### src/dsm_consts.vh
// Constants for the sync gating, monitor and detect control block.
// Assumes a single divided sample clock and one serial control port.
`ifndef DSM_CONSTS_VH
`define DSM_CONSTS_VH
// ----------------------------------------
// Register addresses
// ----------------------------------------
`define DSM_A_SYNC 13'h100
`define DSM_A_MIX 13'h101
`define DSM_A_FIR 13'h102
`define DSM_A_HB 13'h103
`define DSM_A_OVR 13'h104
`define DSM_A_COARSE 13'h105
`define DSM_A_FHI_L 13'h106
`define DSM_A_FHI_H 13'h107
`define DSM_A_FLO_L 13'h108
`define DSM_A_FLO_H 13'h109
`define DSM_A_DWELL_L 13'h10a
`define DSM_A_DWELL_H 13'h10b
`define DSM_A_DC 13'h10c
`define DSM_A_DCA_L 13'h10d
`define DSM_A_DCA_H 13'h10e
`define DSM_A_DCB_L 13'h10f
`define DSM_A_DCB_H 13'h110
`define DSM_A_MSER 13'h111
`define DSM_A_MCTL 13'h112
`define DSM_A_PER_L 13'h113
`define DSM_A_PER_M 13'h114
`define DSM_A_PER_H 13'h115
`define DSM_A_NCO 13'h11d
`define DSM_A_PH_L 13'h122
`define DSM_A_PH_H 13'h123
// ----------------------------------------
// Sync control field positions
// ----------------------------------------
`define DSM_B_MASTER 0
`define DSM_B_DIV_EN 1
`define DSM_B_DIV_ONE 2
`define DSM_B_NCO_EN 3
`define DSM_B_NCO_ONE 4
`define DSM_B_HB_EN 5
`define DSM_B_HB_ONE 6
`define DSM_B_MON_EN 7
`define DSM_B_FS8_EN 0
`define DSM_B_FS8_ONE 1
// ----------------------------------------
// Reset values and limits
// ----------------------------------------
`define DSM_R_ZERO 8'h00
`define DSM_R_MSER 8'h04
`define DSM_R_PER_L 8'h80
`define DSM_PER_MIN 24'h000080
`define DSM_K_MAX 4'hd
`define DSM_LEN_WIDE 5'h13
`define DSM_LEN_NARROW 5'h0c
`endif

### src/dsm_buf2.v
// Two-entry valid/ready buffer for monitor result words.
// Assumes both sides run on the same clock.
`timescale 1ns/1ps
`default_nettype none
module dsm_buf2 #(
	parameter W = 22
) (
	// Clock and reset
	input wire clk_i,
	input wire reset_i,
	// Filling side
	input wire [W-1:0] in_data_i,
	input wire in_valid_i,
	output wire in_ready_o,
	// Draining side
	output wire [W-1:0] out_data_o,
	output wire out_valid_o,
	input wire out_ready_i
);
	reg [W-1:0] d0_q;
	reg [W-1:0] d1_q;
	reg [1:0] cnt_q;
	wire push;
	wire pop;

	assign in_ready_o = (cnt_q != 2'h2);
	assign out_valid_o = (cnt_q != 2'h0);
	assign out_data_o = d0_q;
	assign push = in_valid_i & in_ready_o;
	assign pop = out_ready_i & out_valid_o;

	always @(posedge clk_i or posedge reset_i)
	begin
		if (reset_i)
		begin
			d0_q <= {W{1'b0}};
			d1_q <= {W{1'b0}};
			cnt_q <= 2'h0;
		end
		else
		begin
			if (push & ~pop)
			begin
				if (cnt_q == 2'h0)
					d0_q <= in_data_i;
				else
					d1_q <= in_data_i;
				cnt_q <= cnt_q + 2'h1;
			end
			else if (pop & ~push)
			begin
				d0_q <= d1_q;
				cnt_q <= cnt_q - 2'h1;
			end
			else if (pop & push)
			begin
				if (cnt_q == 2'h1)
					d0_q <= in_data_i;
				else
				begin
					d0_q <= d1_q;
					d1_q <= in_data_i;
				end
			end
		end
	end
endmodule
`default_nettype wire

### src/dsm_ctrl.v
// Control/status registers, sync gating, detect and monitor serial out.
// Assumes CLK_I is the divided sample clock; SPI SCLK at most CLK_I/8.
`timescale 1ns/1ps
`default_nettype none
`include "dsm_consts.vh"
module dsm_ctrl (
	// Clock and reset
	input wire CLK_I,
	input wire RESET_I,
	// Serial control port
	input wire SPI_SCLK_I,
	input wire SPI_CS_N_I,
	input wire SPI_SDIO_I,
	output reg SPI_SDIO_O,
	output reg SPI_SDIO_OE_O,
	// Sync pin and gated pulses
	input wire SYNC_I,
	output reg DIV_SYNC_O,
	output reg HB_SYNC_O,
	output reg NCO_LOAD_O,
	output reg FS8_SYNC_O,
	output reg MON_SYNC_O,
	// Datapath configuration
	output wire [15:0] NCO_PHASE_O,
	output wire NCO_EN_O,
	output wire [1:0] FS8_START_O,
	output wire FIR_EN_O,
	output wire FIR_GAIN_TWO_O,
	output wire COMPLEX_O,
	output wire FS8_BYPASS_O,
	output wire HB_ALT_PHASE_O,
	output wire HB_REVERSE_O,
	output wire HB_HIGHPASS_O,
	// Overrange detect
	input wire [12:0] ADC_MAG_I,
	input wire LVDS_IL_I,
	input wire CHAN_A_ON_I,
	input wire CHAN_B_ON_I,
	output wire [2:0] OVR_MODE_O,
	output reg OVR_PINS_OE_O,
	output wire [2:0] COARSE_LEVEL_O,
	output reg FINE_HIGH_O,
	output reg FINE_LOW_O,
	output reg RAISE_GAIN_O,
	// Offset removal
	input wire [13:0] DC_A_I,
	input wire [13:0] DC_B_I,
	output reg [3:0] DC_BW_O,
	output wire DC_FREEZE_O,
	output wire DC_PATH_O,
	output wire DC_MON_O,
	// Power monitor
	input wire [19:0] MON_RES_I,
	input wire [1:0] MON_KIND_I,
	input wire MON_VALID_I,
	output wire MON_READY_O,
	output wire [1:0] MON_MODE_O,
	output wire MON_MS_O,
	output wire MON_COMPLEX_O,
	output wire MON_EN_O,
	output reg MON_PERIOD_O,
	output reg MON_SCLK_O,
	output reg MON_SDATA_O,
	output reg MON_FRAME_O
);
	// ----------------------------------------
	// Register storage
	// ----------------------------------------
	reg [7:0] sync_q, mix_q, fir_q, hb_q, ovr_q, coarse_q, dc_q;
	reg [12:0] fhi_q, flo_q;
	reg [15:0] dwell_q, phase_q;
	reg [7:0] mser_q, mctl_q, nco_q;
	reg [23:0] per_q;
	reg [13:0] dca_q, dcb_q;
	reg wr_stb_q;
	reg [12:0] addr_q;
	reg [7:0] wr_data_q;
	reg [7:0] rd_data;

	assign NCO_PHASE_O = phase_q;
	assign NCO_EN_O = nco_q[0];
	assign FS8_START_O = mix_q[5:4];
	assign FIR_EN_O = fir_q[0];
	assign FIR_GAIN_TWO_O = ~fir_q[3];
	assign COMPLEX_O = fir_q[1];
	assign FS8_BYPASS_O = fir_q[2];
	assign HB_ALT_PHASE_O = hb_q[3];
	assign HB_REVERSE_O = hb_q[2];
	assign HB_HIGHPASS_O = hb_q[1];
	assign OVR_MODE_O = ovr_q[3:1];
	assign COARSE_LEVEL_O = coarse_q[2:0];
	assign DC_FREEZE_O = dc_q[6];
	assign DC_PATH_O = dc_q[1];
	assign DC_MON_O = dc_q[0];
	assign MON_MODE_O = mctl_q[2:1];
	assign MON_MS_O = mctl_q[3];
	assign MON_COMPLEX_O = mctl_q[7];
	assign MON_EN_O = mctl_q[0];

	// ----------------------------------------
	// Sync pin capture and gating
	// ----------------------------------------
	reg sy1_q, sy2_q, sy3_q, nco_en_d1_q;
	wire sync_go, div_hit, hb_hit, nco_hit, fs8_hit;

	assign sync_go = sy2_q & ~sy3_q & sync_q[`DSM_B_MASTER];
	assign div_hit = sync_go & sync_q[`DSM_B_DIV_EN];
	assign hb_hit = sync_go & sync_q[`DSM_B_HB_EN];
	assign nco_hit = sync_go & sync_q[`DSM_B_NCO_EN];
	assign fs8_hit = sync_go & mix_q[`DSM_B_FS8_EN];

	always @(posedge CLK_I or posedge RESET_I)
	begin
		if (RESET_I)
		begin
			sy1_q <= 1'b0;
			sy2_q <= 1'b0;
			sy3_q <= 1'b0;
			nco_en_d1_q <= 1'b0;
			DIV_SYNC_O <= 1'b0;
			HB_SYNC_O <= 1'b0;
			NCO_LOAD_O <= 1'b0;
			FS8_SYNC_O <= 1'b0;
			MON_SYNC_O <= 1'b0;
		end
		else
		begin
			sy1_q <= SYNC_I;
			sy2_q <= sy1_q;
			sy3_q <= sy2_q;
			nco_en_d1_q <= nco_q[0];
			DIV_SYNC_O <= div_hit;
			HB_SYNC_O <= hb_hit;
			// load on sync or NCO start
			NCO_LOAD_O <= nco_hit | (nco_q[0] & ~nco_en_d1_q);
			FS8_SYNC_O <= fs8_hit;
			MON_SYNC_O <= sync_go & sync_q[`DSM_B_MON_EN];
		end
	end

	// ----------------------------------------
	// Register writes and self-clearing enables
	// ----------------------------------------
	always @(posedge CLK_I or posedge RESET_I)
	begin
		if (RESET_I)
		begin
			sync_q <= `DSM_R_ZERO;
			mix_q <= `DSM_R_ZERO;
			fir_q <= `DSM_R_ZERO;
			hb_q <= `DSM_R_ZERO;
			ovr_q <= `DSM_R_ZERO;
			coarse_q <= `DSM_R_ZERO;
			fhi_q <= 13'h0000;
			flo_q <= 13'h0000;
			dwell_q <= 16'h0000;
			dc_q <= `DSM_R_ZERO;
			mser_q <= `DSM_R_MSER;
			mctl_q <= `DSM_R_ZERO;
			per_q <= {16'h0000, `DSM_R_PER_L};
			nco_q <= `DSM_R_ZERO;
			phase_q <= 16'h0000;
		end
		else
		begin
			// clear in the cycle the one-shot acts
			if (div_hit & sync_q[`DSM_B_DIV_ONE])
				sync_q[`DSM_B_DIV_EN] <= 1'b0;
			if (nco_hit & sync_q[`DSM_B_NCO_ONE])
				sync_q[`DSM_B_NCO_EN] <= 1'b0;
			if (hb_hit & sync_q[`DSM_B_HB_ONE])
				sync_q[`DSM_B_HB_EN] <= 1'b0;
			// fs/8 one-shot clears its own enable
			if (fs8_hit & mix_q[`DSM_B_FS8_ONE])
				mix_q[`DSM_B_FS8_EN] <= 1'b0;
			// Later assignment: a software write wins over a clear
			if (wr_stb_q)
			begin
				case (addr_q)
					`DSM_A_SYNC: sync_q <= wr_data_q;
					`DSM_A_MIX: mix_q <= wr_data_q & 8'h33;
					`DSM_A_FIR: fir_q <= wr_data_q & 8'h0f;
					`DSM_A_HB: hb_q <= wr_data_q & 8'h0e;
					`DSM_A_OVR: ovr_q <= wr_data_q & 8'h0f;
					`DSM_A_COARSE: coarse_q <= wr_data_q & 8'h07;
					`DSM_A_FHI_L: fhi_q[7:0] <= wr_data_q;
					`DSM_A_FHI_H: fhi_q[12:8] <= wr_data_q[4:0];
					`DSM_A_FLO_L: flo_q[7:0] <= wr_data_q;
					`DSM_A_FLO_H: flo_q[12:8] <= wr_data_q[4:0];
					`DSM_A_DWELL_L: dwell_q[7:0] <= wr_data_q;
					`DSM_A_DWELL_H: dwell_q[15:8] <= wr_data_q;
					`DSM_A_DC: dc_q <= wr_data_q & 8'h7f;
					`DSM_A_MSER: mser_q <= wr_data_q & 8'h7f;
					`DSM_A_MCTL: mctl_q <= wr_data_q & 8'h8f;
					`DSM_A_PER_L: per_q[7:0] <= wr_data_q;
					`DSM_A_PER_M: per_q[15:8] <= wr_data_q;
					`DSM_A_PER_H: per_q[23:16] <= wr_data_q;
					`DSM_A_NCO: nco_q <= wr_data_q & 8'h07;
					`DSM_A_PH_L: phase_q[7:0] <= wr_data_q;
					`DSM_A_PH_H: phase_q[15:8] <= wr_data_q;
					default: ;
				endcase
			end
		end
	end

	// ----------------------------------------
	// Read mux
	// ----------------------------------------
	always @*
	begin
		case (addr_q)
			`DSM_A_SYNC: rd_data = sync_q;
			`DSM_A_MIX: rd_data = mix_q;
			`DSM_A_FIR: rd_data = fir_q;
			`DSM_A_HB: rd_data = hb_q | 8'h01;
			`DSM_A_OVR: rd_data = ovr_q;
			`DSM_A_COARSE: rd_data = coarse_q;
			`DSM_A_FHI_L: rd_data = fhi_q[7:0];
			`DSM_A_FHI_H: rd_data = {3'h0, fhi_q[12:8]};
			`DSM_A_FLO_L: rd_data = flo_q[7:0];
			`DSM_A_FLO_H: rd_data = {3'h0, flo_q[12:8]};
			`DSM_A_DWELL_L: rd_data = dwell_q[7:0];
			`DSM_A_DWELL_H: rd_data = dwell_q[15:8];
			`DSM_A_DC: rd_data = dc_q;
			// offset estimates, low then high byte
			`DSM_A_DCA_L: rd_data = dca_q[7:0];
			`DSM_A_DCA_H: rd_data = {2'h0, dca_q[13:8]};
			`DSM_A_DCB_L: rd_data = dcb_q[7:0];
			`DSM_A_DCB_H: rd_data = {2'h0, dcb_q[13:8]};
			`DSM_A_MSER: rd_data = mser_q;
			`DSM_A_MCTL: rd_data = mctl_q;
			`DSM_A_PER_L: rd_data = per_q[7:0];
			`DSM_A_PER_M: rd_data = per_q[15:8];
			`DSM_A_PER_H: rd_data = per_q[23:16];
			`DSM_A_NCO: rd_data = nco_q;
			`DSM_A_PH_L: rd_data = phase_q[7:0];
			`DSM_A_PH_H: rd_data = phase_q[15:8];
			default: rd_data = 8'h00;
		endcase
	end

	// ----------------------------------------
	// Serial control port slave
	// ----------------------------------------
	localparam SP_IDLE = 4'h1;
	localparam SP_INS = 4'h2;
	localparam SP_DAT = 4'h4;
	localparam SP_DONE = 4'h8;
	reg [3:0] sp_q;
	reg sk1_q, sk2_q, sk3_q, cs1_q, cs2_q, sd1_q, sd2_q;
	reg [15:0] sh_q;
	reg [4:0] bit_q;
	reg rnw_q, ld_q;
	reg [7:0] rsh_q;
	wire sk_rise, sk_fall;

	assign sk_rise = sk2_q & ~sk3_q;
	assign sk_fall = ~sk2_q & sk3_q;

	always @(posedge CLK_I or posedge RESET_I)
	begin
		if (RESET_I)
		begin
			sk1_q <= 1'b0;
			sk2_q <= 1'b0;
			sk3_q <= 1'b0;
			cs1_q <= 1'b1;
			cs2_q <= 1'b1;
			sd1_q <= 1'b0;
			sd2_q <= 1'b0;
			sp_q <= SP_IDLE;
			sh_q <= 16'h0000;
			bit_q <= 5'h00;
			rnw_q <= 1'b0;
			ld_q <= 1'b0;
			rsh_q <= 8'h00;
			addr_q <= 13'h0000;
			wr_stb_q <= 1'b0;
			wr_data_q <= 8'h00;
			SPI_SDIO_O <= 1'b0;
			SPI_SDIO_OE_O <= 1'b0;
		end
		else
		begin
			sk1_q <= SPI_SCLK_I;
			sk2_q <= sk1_q;
			sk3_q <= sk2_q;
			cs1_q <= SPI_CS_N_I;
			cs2_q <= cs1_q;
			sd1_q <= SPI_SDIO_I;
			sd2_q <= sd1_q;
			wr_stb_q <= 1'b0;
			ld_q <= 1'b0;
			if (ld_q)
			begin
				rsh_q <= rd_data;
				SPI_SDIO_OE_O <= 1'b1;
			end
			if (cs2_q)
			begin
				sp_q <= SP_IDLE;
				SPI_SDIO_OE_O <= 1'b0;
			end
			else
			begin
				case (sp_q)
					SP_IDLE:
					begin
						bit_q <= 5'h00;
						sp_q <= SP_INS;
					end
					SP_INS:
						if (sk_rise)
						begin
							sh_q <= {sh_q[14:0], sd2_q};
							bit_q <= bit_q + 5'h01;
							if (bit_q == 5'h0f)
							begin
								rnw_q <= sh_q[14];
								addr_q <= {sh_q[11:0], sd2_q};
								ld_q <= sh_q[14];
								sp_q <= SP_DAT;
							end
						end
					SP_DAT:
					begin
						if (sk_fall & rnw_q)
						begin
							SPI_SDIO_O <= rsh_q[7];
							rsh_q <= {rsh_q[6:0], 1'b0};
						end
						if (sk_rise)
						begin
							sh_q <= {sh_q[14:0], sd2_q};
							bit_q <= bit_q + 5'h01;
							if (bit_q == 5'h17)
							begin
								wr_stb_q <= ~rnw_q;
								wr_data_q <= {sh_q[6:0], sd2_q};
								sp_q <= SP_DONE;
							end
						end
					end
					SP_DONE: ;
					default: sp_q <= SP_IDLE;
				endcase
			end
		end
	end

	// ----------------------------------------
	// Fast detect, offset capture, interval
	// ----------------------------------------
	reg [15:0] low_cnt_q;
	reg [23:0] per_cnt_q;
	wire [23:0] per_eff;
	wire below;

	assign below = ADC_MAG_I < flo_q;
	// short intervals stretched to the minimum
	assign per_eff = (per_q < `DSM_PER_MIN) ? `DSM_PER_MIN : per_q;

	always @(posedge CLK_I or posedge RESET_I)
	begin
		if (RESET_I)
		begin
			low_cnt_q <= 16'h0000;
			FINE_HIGH_O <= 1'b0;
			FINE_LOW_O <= 1'b0;
			RAISE_GAIN_O <= 1'b0;
			OVR_PINS_OE_O <= 1'b0;
			DC_BW_O <= 4'h0;
			dca_q <= 14'h0000;
			dcb_q <= 14'h0000;
			per_cnt_q <= 24'h000000;
			MON_PERIOD_O <= 1'b0;
		end
		else
		begin
			FINE_HIGH_O <= ADC_MAG_I > fhi_q;
			if (!below)
			begin
				low_cnt_q <= 16'h0000;
				FINE_LOW_O <= 1'b0;
				RAISE_GAIN_O <= 1'b0;
			end
			else if (low_cnt_q >= dwell_q)
			begin
				FINE_LOW_O <= 1'b1;
				RAISE_GAIN_O <= 1'b1;
			end
			else
				low_cnt_q <= low_cnt_q + 16'h0001;
			// interleaved pins float only with both channels off
			OVR_PINS_OE_O <= ovr_q[0] &
				(~LVDS_IL_I | CHAN_A_ON_I | CHAN_B_ON_I);
			DC_BW_O <= (dc_q[5:2] > `DSM_K_MAX) ? `DSM_K_MAX : dc_q[5:2];
			if (!dc_q[6])
			begin
				dca_q <= DC_A_I;
				dcb_q <= DC_B_I;
			end
			// interval counter, restarted by monitor sync
			MON_PERIOD_O <= 1'b0;
			if (!mctl_q[0] || MON_SYNC_O)
				per_cnt_q <= 24'h000000;
			else if (per_cnt_q >= per_eff - 24'h000001)
			begin
				per_cnt_q <= 24'h000000;
				MON_PERIOD_O <= 1'b1;
			end
			else
				per_cnt_q <= per_cnt_q + 24'h000001;
		end
	end

	// ----------------------------------------
	// Monitor serial output
	// ----------------------------------------
	localparam MS_IDLE = 2'h1;
	localparam MS_SHIFT = 2'h2;
	reg [1:0] ms_q;
	reg [1:0] div_q;
	reg [19:0] msh_q;
	reg [4:0] left_q;
	wire [21:0] b_data;
	wire b_valid, tick, fall, run, pop, kind_on, wide;
	wire [1:0] half;

	// Stall here backs up into the result source
	dsm_buf2 #(.W(22)) u_buf (
		.clk_i(CLK_I),
		.reset_i(RESET_I),
		.in_data_i({MON_KIND_I, MON_RES_I}),
		.in_valid_i(MON_VALID_I),
		.in_ready_o(MON_READY_O),
		.out_data_o(b_data),
		.out_valid_o(b_valid),
		.out_ready_i(pop)
	);

	// half periods 1, 2, 4 cycles; code 00 acts as 01
	assign half = (mser_q[3:2] == 2'h3) ? 2'h3 :
		(mser_q[3:2] == 2'h2) ? 2'h1 : 2'h0;
	assign tick = (div_q == half);
	assign fall = tick & MON_SCLK_O;
	// sleep idles clock low when nothing pending
	assign run = mser_q[0] & (~mser_q[1] | b_valid | ms_q[1]);
	assign pop = ms_q[0] & fall & mser_q[0] & b_valid;
	assign wide = (b_data[21:20] == 2'h0);
	assign kind_on = wide ? mser_q[6] :
		(b_data[21:20] == 2'h1) ? mser_q[5] : mser_q[4];

	always @(posedge CLK_I or posedge RESET_I)
	begin
		if (RESET_I)
		begin
			ms_q <= MS_IDLE;
			div_q <= 2'h0;
			msh_q <= 20'h00000;
			left_q <= 5'h00;
			MON_SCLK_O <= 1'b0;
			MON_SDATA_O <= 1'b0;
			MON_FRAME_O <= 1'b0;
		end
		else
		begin
			div_q <= tick ? 2'h0 : div_q + 2'h1;
			if (tick & (run | MON_SCLK_O))
				MON_SCLK_O <= ~MON_SCLK_O;
			case (ms_q)
				MS_IDLE:
					if (pop & kind_on)
					begin
						msh_q <= wide ? b_data[19:0] :
							{b_data[12:0], 7'h00};
						MON_SDATA_O <= wide ? b_data[19] : b_data[12];
						left_q <= wide ? `DSM_LEN_WIDE : `DSM_LEN_NARROW;
						MON_FRAME_O <= 1'b1;
						ms_q <= MS_SHIFT;
					end
				MS_SHIFT:
					if (fall)
					begin
						if (left_q == 5'h00)
						begin
							MON_FRAME_O <= 1'b0;
							MON_SDATA_O <= 1'b0;
							ms_q <= MS_IDLE;
						end
						else
						begin
							msh_q <= {msh_q[18:0], 1'b0};
							MON_SDATA_O <= msh_q[18];
							left_q <= left_q - 5'h01;
						end
					end
				default: ms_q <= MS_IDLE;
			endcase
		end
	end
endmodule
`default_nettype wire

### config.mk
export PLATFORM = sky130hd
export DESIGN_NAME = dsm_ctrl
export DESIGN_NICKNAME = d
export VERILOG_FILES = /design/src/dsm_buf2.v /design/src/dsm_ctrl.v
export VERILOG_INCLUDE_DIRS = /design/src
export SDC_FILE = /design/constraint.sdc
export NUM_CORES = 1
export LEC_CHECK = 0
export BUFFER_PORTS_ARGS = -buffer_cell sky130_fd_sc_hd__buf_2
export CAP_MARGIN = 40
export CORE_MARGIN = 5
export CORE_UTILIZATION = 61
export CTS_CLUSTER_DIAMETER = 150
export DETAILED_ROUTE_END_ITERATION = 7
export MAX_ROUTING_LAYER = met4
export PLACE_DENSITY_LB_ADDON = 0.1
export SYNTH_ARGS = -nofsm -noshare
export SYNTH_HDL_FRONTEND = slang
export SYNTH_SLANG_ARGS = --single-unit
### constraint.sdc
create_clock -name CLK_I -period 13.6 [get_ports CLK_I]
set_clock_uncertainty 0.2 [all_clocks]
set_input_delay 2.72 -clock CLK_I [delete_from_list [all_inputs] [get_ports CLK_I]]
set_output_delay 2.72 -clock CLK_I [all_outputs]
set_load 0.01 [all_outputs]
# [Yosys cells after proc, flatten, opt, wreduce, memory -nomap -nowiden]
# Cells that the tools add are included.
[op_classes] add_sub_neg=8 n_lt_le_gt_ge=6 eq_ne=55 mux=81 n_bitwise=46 reduce_logical=46
[ops] operator="13-bit by 9-bit equality test with 1-bit output, second input constant" n=25
[ops] operator="22-bit two-way mux" n=10
[ops] operator="8-bit case mux with 25 select lines" n=1
[ops] operator="19-bit two-way mux" n=4
[ops] operator="24-bit two-way mux" n=3
[ops] operator="2-bit AND reduction" n=22
[ops] operator="19-bit case mux with 2 select lines" n=1
[ops] operator="16-bit two-way mux" n=2
[ops] operator="8-bit two-way mux" n=4
[ops] operator="1-bit two-way mux" n=30
[ops] operator="1-bit bitwise AND" n=28
[ops] operator="5-bit two-way mux" n=5
[ops] operator="24-bit by 1-bit adder with 24-bit output, second input constant" n=1
[ops] operator="24-bit greater-or-equal comparator" n=1
[ops] operator="24-bit by 8-bit < comparator with 1-bit output, second input constant" n=1
[ops] operator="4-bit two-way mux" n=6
[ops] operator="24-bit by 1-bit subtractor with 24-bit output, second input constant" n=1
[ops] operator="5-bit case mux with 2 select lines" n=2
[ops] operator="4-bit AND reduction" n=5
[ops] operator="2-bit inequality test, second input constant" n=9
[ops] operator="16-bit by 1-bit adder with 16-bit output, second input constant" n=1
[ops] operator="16-bit greater-or-equal comparator" n=1
[ops] operator="4-bit case mux with 4 select lines" n=1
[ops] operator="3-bit AND reduction" n=5
[ops] operator="32 further kinds" n=73
[totals] register_bits=357 input_bits=73

# [Logic depth before layout (Yosys ltp)]
[depth] depth_word=13 ltp_mapped=16 depth_no_buf=15

# [By module]
# A second synthesis with hierarchy kept.
[unflattened] cells_unflattened=1775 hier_area_um2=18431.4
[by_module_without_submodules] mod="dsm_ctrl" n_inst=1 cells_each=1572 area_per_inst_um2=16178.0 seq_area_each_um2=7790.0
[by_module_without_submodules] mod="dsm_buf2" n_inst=1 cells_each=203 area_per_inst_um2=2253.4 seq_area_each_um2=1151.1

# [Least setup slack after synthesis]
# OpenSTA, ideal clock, no wires.
[synth_path] kind="in2reg" from="in MON_VALID_I" to="reg u_buf.d1_q[0]" setup_ns=0.125 t_arrival_ns=4.289 slack_ns=8.986 stages=6 n_path_buf=1 cell_sequence="nor2b_1 ha_1 nor2b_1 o21ai_0 clkbuf_1 mux2_2"
[synth_between] elab_chain_len=5
[synth_rtl] element="from (decl)" line="dsm_ctrl.v:55" source="input wire MON_VALID_I,"
[synth_rtl] element="1-bit bitwise AND (*)" line="dsm_buf2.v:29" source="assign push = in_valid_i & in_ready_o;"
[synth_rtl] element="1-bit NOT" line="dsm_buf2.v:50" source="else if (pop & ~push)"
[synth_rtl] element="1-bit bitwise AND" line="dsm_buf2.v:50"
[synth_rtl] element="2-bit by 1-bit inequality test with 1-bit output (no line)"
[synth_rtl] element="4-bit AND reduction (no line)"
[synth_rtl] element="to (signal assigned)" line="dsm_buf2.v:37" source="d1_q <= {W{1'b0}};"
[synth_rtl] element="to (signal assigned)" line="dsm_buf2.v:47" source="d1_q <= in_data_i;"
[synth_rtl] element="to (signal assigned)" line="dsm_buf2.v:62" source="d1_q <= in_data_i;"
[synth_rtl] element="to (decl)" line="dsm_buf2.v:21" source="reg [W-1:0] d1_q;"
# Mark *: on every way between the ends. The rest lies on a longest branch, timed or not.
# A chain may end at the register's enable or synchronous reset.

# [Worst setup path after layout]
[layout_path] from="reg per_q[12]" to="reg per_cnt_q[1]"
[layout_between] elab_chain_len=6
[layout_rtl] element="from (decl)" line="dsm_ctrl.v:73" source="reg [23:0] per_q;"
[layout_rtl] element="from (signal assigned)" line="dsm_ctrl.v:160" source="per_q <= {16'h0000, `DSM_R_PER_L};"
[layout_rtl] element="from (signal assigned)" line="dsm_ctrl.v:196" source="`DSM_A_PER_M: per_q[15:8] <= wr_data_q;"
[layout_rtl] element="24-bit by 8-bit < comparator with 1-bit output (no line)"
[layout_rtl] element="24-bit two-way mux (*)" line="dsm_ctrl.v:362" source="assign per_eff = (per_q < `DSM_PER_MIN) ? `DSM_PER_MIN : per_q;"
[layout_rtl] element="24-bit by 1-bit subtractor with 24-bit output (*)" line="dsm_ctrl.v:408" source="else if (per_cnt_q >= per_eff - 24'h000001)"
[layout_rtl] element="24-bit greater-or-equal comparator (*)" line="dsm_ctrl.v:408"
[layout_rtl] element="24-bit two-way mux (*)" line="dsm_ctrl.v:408"
[layout_rtl] element="24-bit two-way mux (*)" line="dsm_ctrl.v:406" source="if (!mctl_q[0] || MON_SYNC_O)"
[layout_rtl] element="to (signal assigned)" line="dsm_ctrl.v:414" source="per_cnt_q <= per_cnt_q + 24'h000001;"
[layout_rtl] element="to (decl)" line="dsm_ctrl.v:356" source="reg [23:0] per_cnt_q;"
# Marked as above.

==> flow_metrics.env <==
export IMPL_slew_violations=0
export IMPL_area_delta_synth_final_pct=12.8
export IMPL_startpoint_type="register"
export IMPL_synth_edff_count=0
export IMPL_ys_seq_area_share_pct=48.0
export IMPL_rsz0062_at_grt="false"
export IMPL_final_cell_mix="dfrtp_1, mux2_2, buf_2"
export IMPL_first_global_vias=14200
export IMPL_die_y_um=185
export IMPL_coreArea_um2=30300
export IMPL_synth_xor_area_share_pct=2.21
export IMPL_crit_arrival_ns=5.58
export IMPL_htree_levels=2
export IMPL_worst_slew_pin_slew_ns=0.973
export IMPL_r2r_cells=15
export IMPL_wl_mm=49.6
export IMPL_drc_errors=0
export IMPL_antenna_found_initial=3
export IMPL_path_class="reg2reg"
export IMPL_die_area_um2=34100
export IMPL_holdCritPathClass="reg2reg"
export IMPL_holdWs_ns=0.146
export IMPL_syn_area_um2=18600
export IMPL_avgSynthCellArea_um2=10.9
export IMPL_cts_sinks=357
export IMPL_ys_seq_elements=357
export IMPL_io_pins=133
export IMPL_gr_total_overflow=0
export IMPL_power_leakage_uw=0.00975
export IMPL_die_w_um=185
export IMPL_drive_above_1_share_pct=26.0
export IMPL_yosysUniqueCellTypes=81
export IMPL_final_antenna_net_count=0
export IMPL_synthAdderAreaFrac_pct=5.17
export IMPL_port_buffers=132
export IMPL_hold_viol_final=0
export IMPL_synth_cells=1715
export IMPL_post_cts_buffers=0
export IMPL_hold_buffers=0
export IMPL_setup_tns_ns=0
export IMPL_grt_pass1_wl_mm=79.6
export IMPL_cts_resized=0
export IMPL_viasPerCell=6.30
export IMPL_routedWlPerCell_um=22.1
export IMPL_final_common_cell="dfrtp_1"
export IMPL_worstHoldPathCells=0
export IMPL_gp_congestion=0.962
export IMPL_rows=64
export IMPL_fin_crit_sh_pct=39.5
export IMPL_setup_viol=0
export IMPL_synthMuxAreaShare_pct=16.4
export IMPL_cp_max_fo=25
export IMPL_p_per_area_nw_per_um2=122
export IMPL_ir_drop_uv=167
export IMPL_yosysWarnings=0
export IMPL_grt_usage_pct=30.3
export IMPL_cts_tree="built"
export IMPL_setup_ws_ns=8.23
export IMPL_synth_compound_area_share_pct=10.2
export IMPL_status="finished, final reports clean"
export IMPL_synth_fp_nets=1865
export IMPL_grt_max_degree=176
export IMPL_ys_flop_type="dfrtp_1"
export IMPL_cp_end_kind="register"
export IMPL_relSlewSlack_pct=35.2
export IMPL_ys_async_sr_fraction_pct=100
export IMPL_cts_buffer_depth=3
export IMPL_num_vias=14200
export IMPL_first_pass_iters=6
export IMPL_numCtsBuffers=40
export IMPL_fmax_mhz=186
export IMPL_cts_root_buf="clkbuf_16"
export IMPL_cts_clk_slew_worst_paths_ns=0.06
export IMPL_initial_utilization_pct=61.4
export IMPL_drt_initial_drc_count=1202
export IMPL_post_route_min_period_ns=5.37
export IMPL_synthSimpleGateAreaFrac_pct=14.2
export IMPL_hpwl_mm=35.8
export IMPL_clk_latency_ns=0.53
export IMPL_critical_path_required_ns=13.81
export IMPL_synth_top_family_by_area="multiplexers"
export IMPL_fin_nets=1970
export IMPL_maxCapViolations=0
export IMPL_pre_cts_slack_ns=8.28
-- worst max-delay path: stages, from the launching register on --
cell and delay [ns]:
dfrtp_1 0.42, or4_4 0.58, nor3_1 0.58, nand3_1 0.36, nand2_1 0.19, ha_1 0.19
nand2_1 0.18, nor3_1 0.41, nand3b_1 0.14, xor2_1 0.18, ha_1 0.22, or4_1 0.48
a21oi_1 0.12, o21ai_0 0.09, a32o_1 0.50, nor4_1 0.41
-- cell usage after synthesis, drive strengths merged (3+ instances only) --
master	instances	area (um2)
clkbuf	61	229
a32oi	7	61.3
or3	9	56.3
or4b	3	30.0
o32ai	3	26.3
a31oi	12	75.1
nor2	77	294
o31ai	16	120
o211ai	4	30.0
a221oi	4	35.0
a211o	8	70.1
xnor2	23	201
and3	14	87.6
nand2	124	465
nand2b	12	75.1
and4	13	114
nand3b	9	67.6
a211oi	9	67.6
or4	21	161
buf	37	194
a21oi	69	345
a22o	7	61.3
dfstp	6	158
nor4	53	359
nor2b	13	81.3
inv	75	282
o21a	3	22.5
mux2	225	2530
nand3	50	280
a22oi	23	173
and2	9	56.3
xor2	24	210
ha	77	963
mux2i	50	500
dfrtp	351	8780
nand4	28	175
a31o	4	35.0
o21ai	86	430
nor4b	4	47.6
nor3	33	175
o22ai	9	56.3
or2	5	31.3
a221o	3	30.0
a21o	9	67.6
-- registers in the layout, indices dropped and copies added (netlist names), 15 cells and up --
register / count
sh_q: 15
per_cnt_q: 24
u_buf.d1_q: 22
NCO_PHASE_O: 16
per_q: 24
u_buf.out_data_o: 22
dwell_q: 16
msh_q: 19
low_cnt_q: 16
-- path summary, 6_finish.rpt --
path                                        from                endpoint  slack [ns]
min reg2reg                      sd1_q$_DFF_PP0_         sd2_q$_DFF_PP0_        0.15
max reg2reg                per_q[12]$_DFFE_PP0P_  per_cnt_q[1]$_DFF_PP0_        8.23
max                        per_q[12]$_DFFE_PP0P_  per_cnt_q[1]$_DFF_PP0_        8.23
max in group asynchronous                RESET_I    flo_q[8]$_DFFE_PP0P_        9.64
min                              sd1_q$_DFF_PP0_         sd2_q$_DFF_PP0_        0.15
min in group asynchronous                RESET_I         sk2_q$_DFF_PP0_        2.11
-- where the power goes --
part	switching, uW	internal [uW]	total [uW]	leakage [uW]
logic	164	153	317	0.00432
registers	57.8	1140	1200	0.00479
clock network	430	619	1050	0.000633
-- cell type report --
type,instances,area (um2)
Antenna cell,3,7.51
Clock buffer,62,1180
Clock inverter,11,87.6
Fill cell,2289,9320
Inverter,76,293
Multi-Input combinational cell,1184,9000
Sequential cell,357,8940
Tap cell,396,495
Timing Repair Buffer,161,1020
-- cells by family after synthesis --
kind of cell / Yosys count
AND/OR/NAND/NOR: 487
flip-flops: 357
AO/OA/AOI/OAI: 297
multiplexers: 276
buffers and inverters: 174
adder cells (fa/ha/maj): 77
XOR/XNOR: 47
-- through the flow --
step / instances / util [%] / power [uW] / area (um2)
after detailed placement: 2174 / 65.1 / 1540 / 19700
final: 2250 / 69.3 / 2570 / 21000
after floorplan: 1715 / - / 1440 / 18600
after CTS: 2247 / 69.3 / 2580 / 21000
after global placement: 2159 / 64.3 / 1520 / 19500
after global routing: 2250 / 69.3 / 2680 / 21000
-- metal layers --
metal	track usage, %	share of wire (%)	vias up	wire [um]
met3	7.31	8.7	103	4340
met4	8.84	3.2	0	1580
li1	-	-	6515	-
met5	-	0	-	0
met1	41.6	43	6985	21200
met2	45.5	45	579	22500
Power figures use the tool's default switching activity.
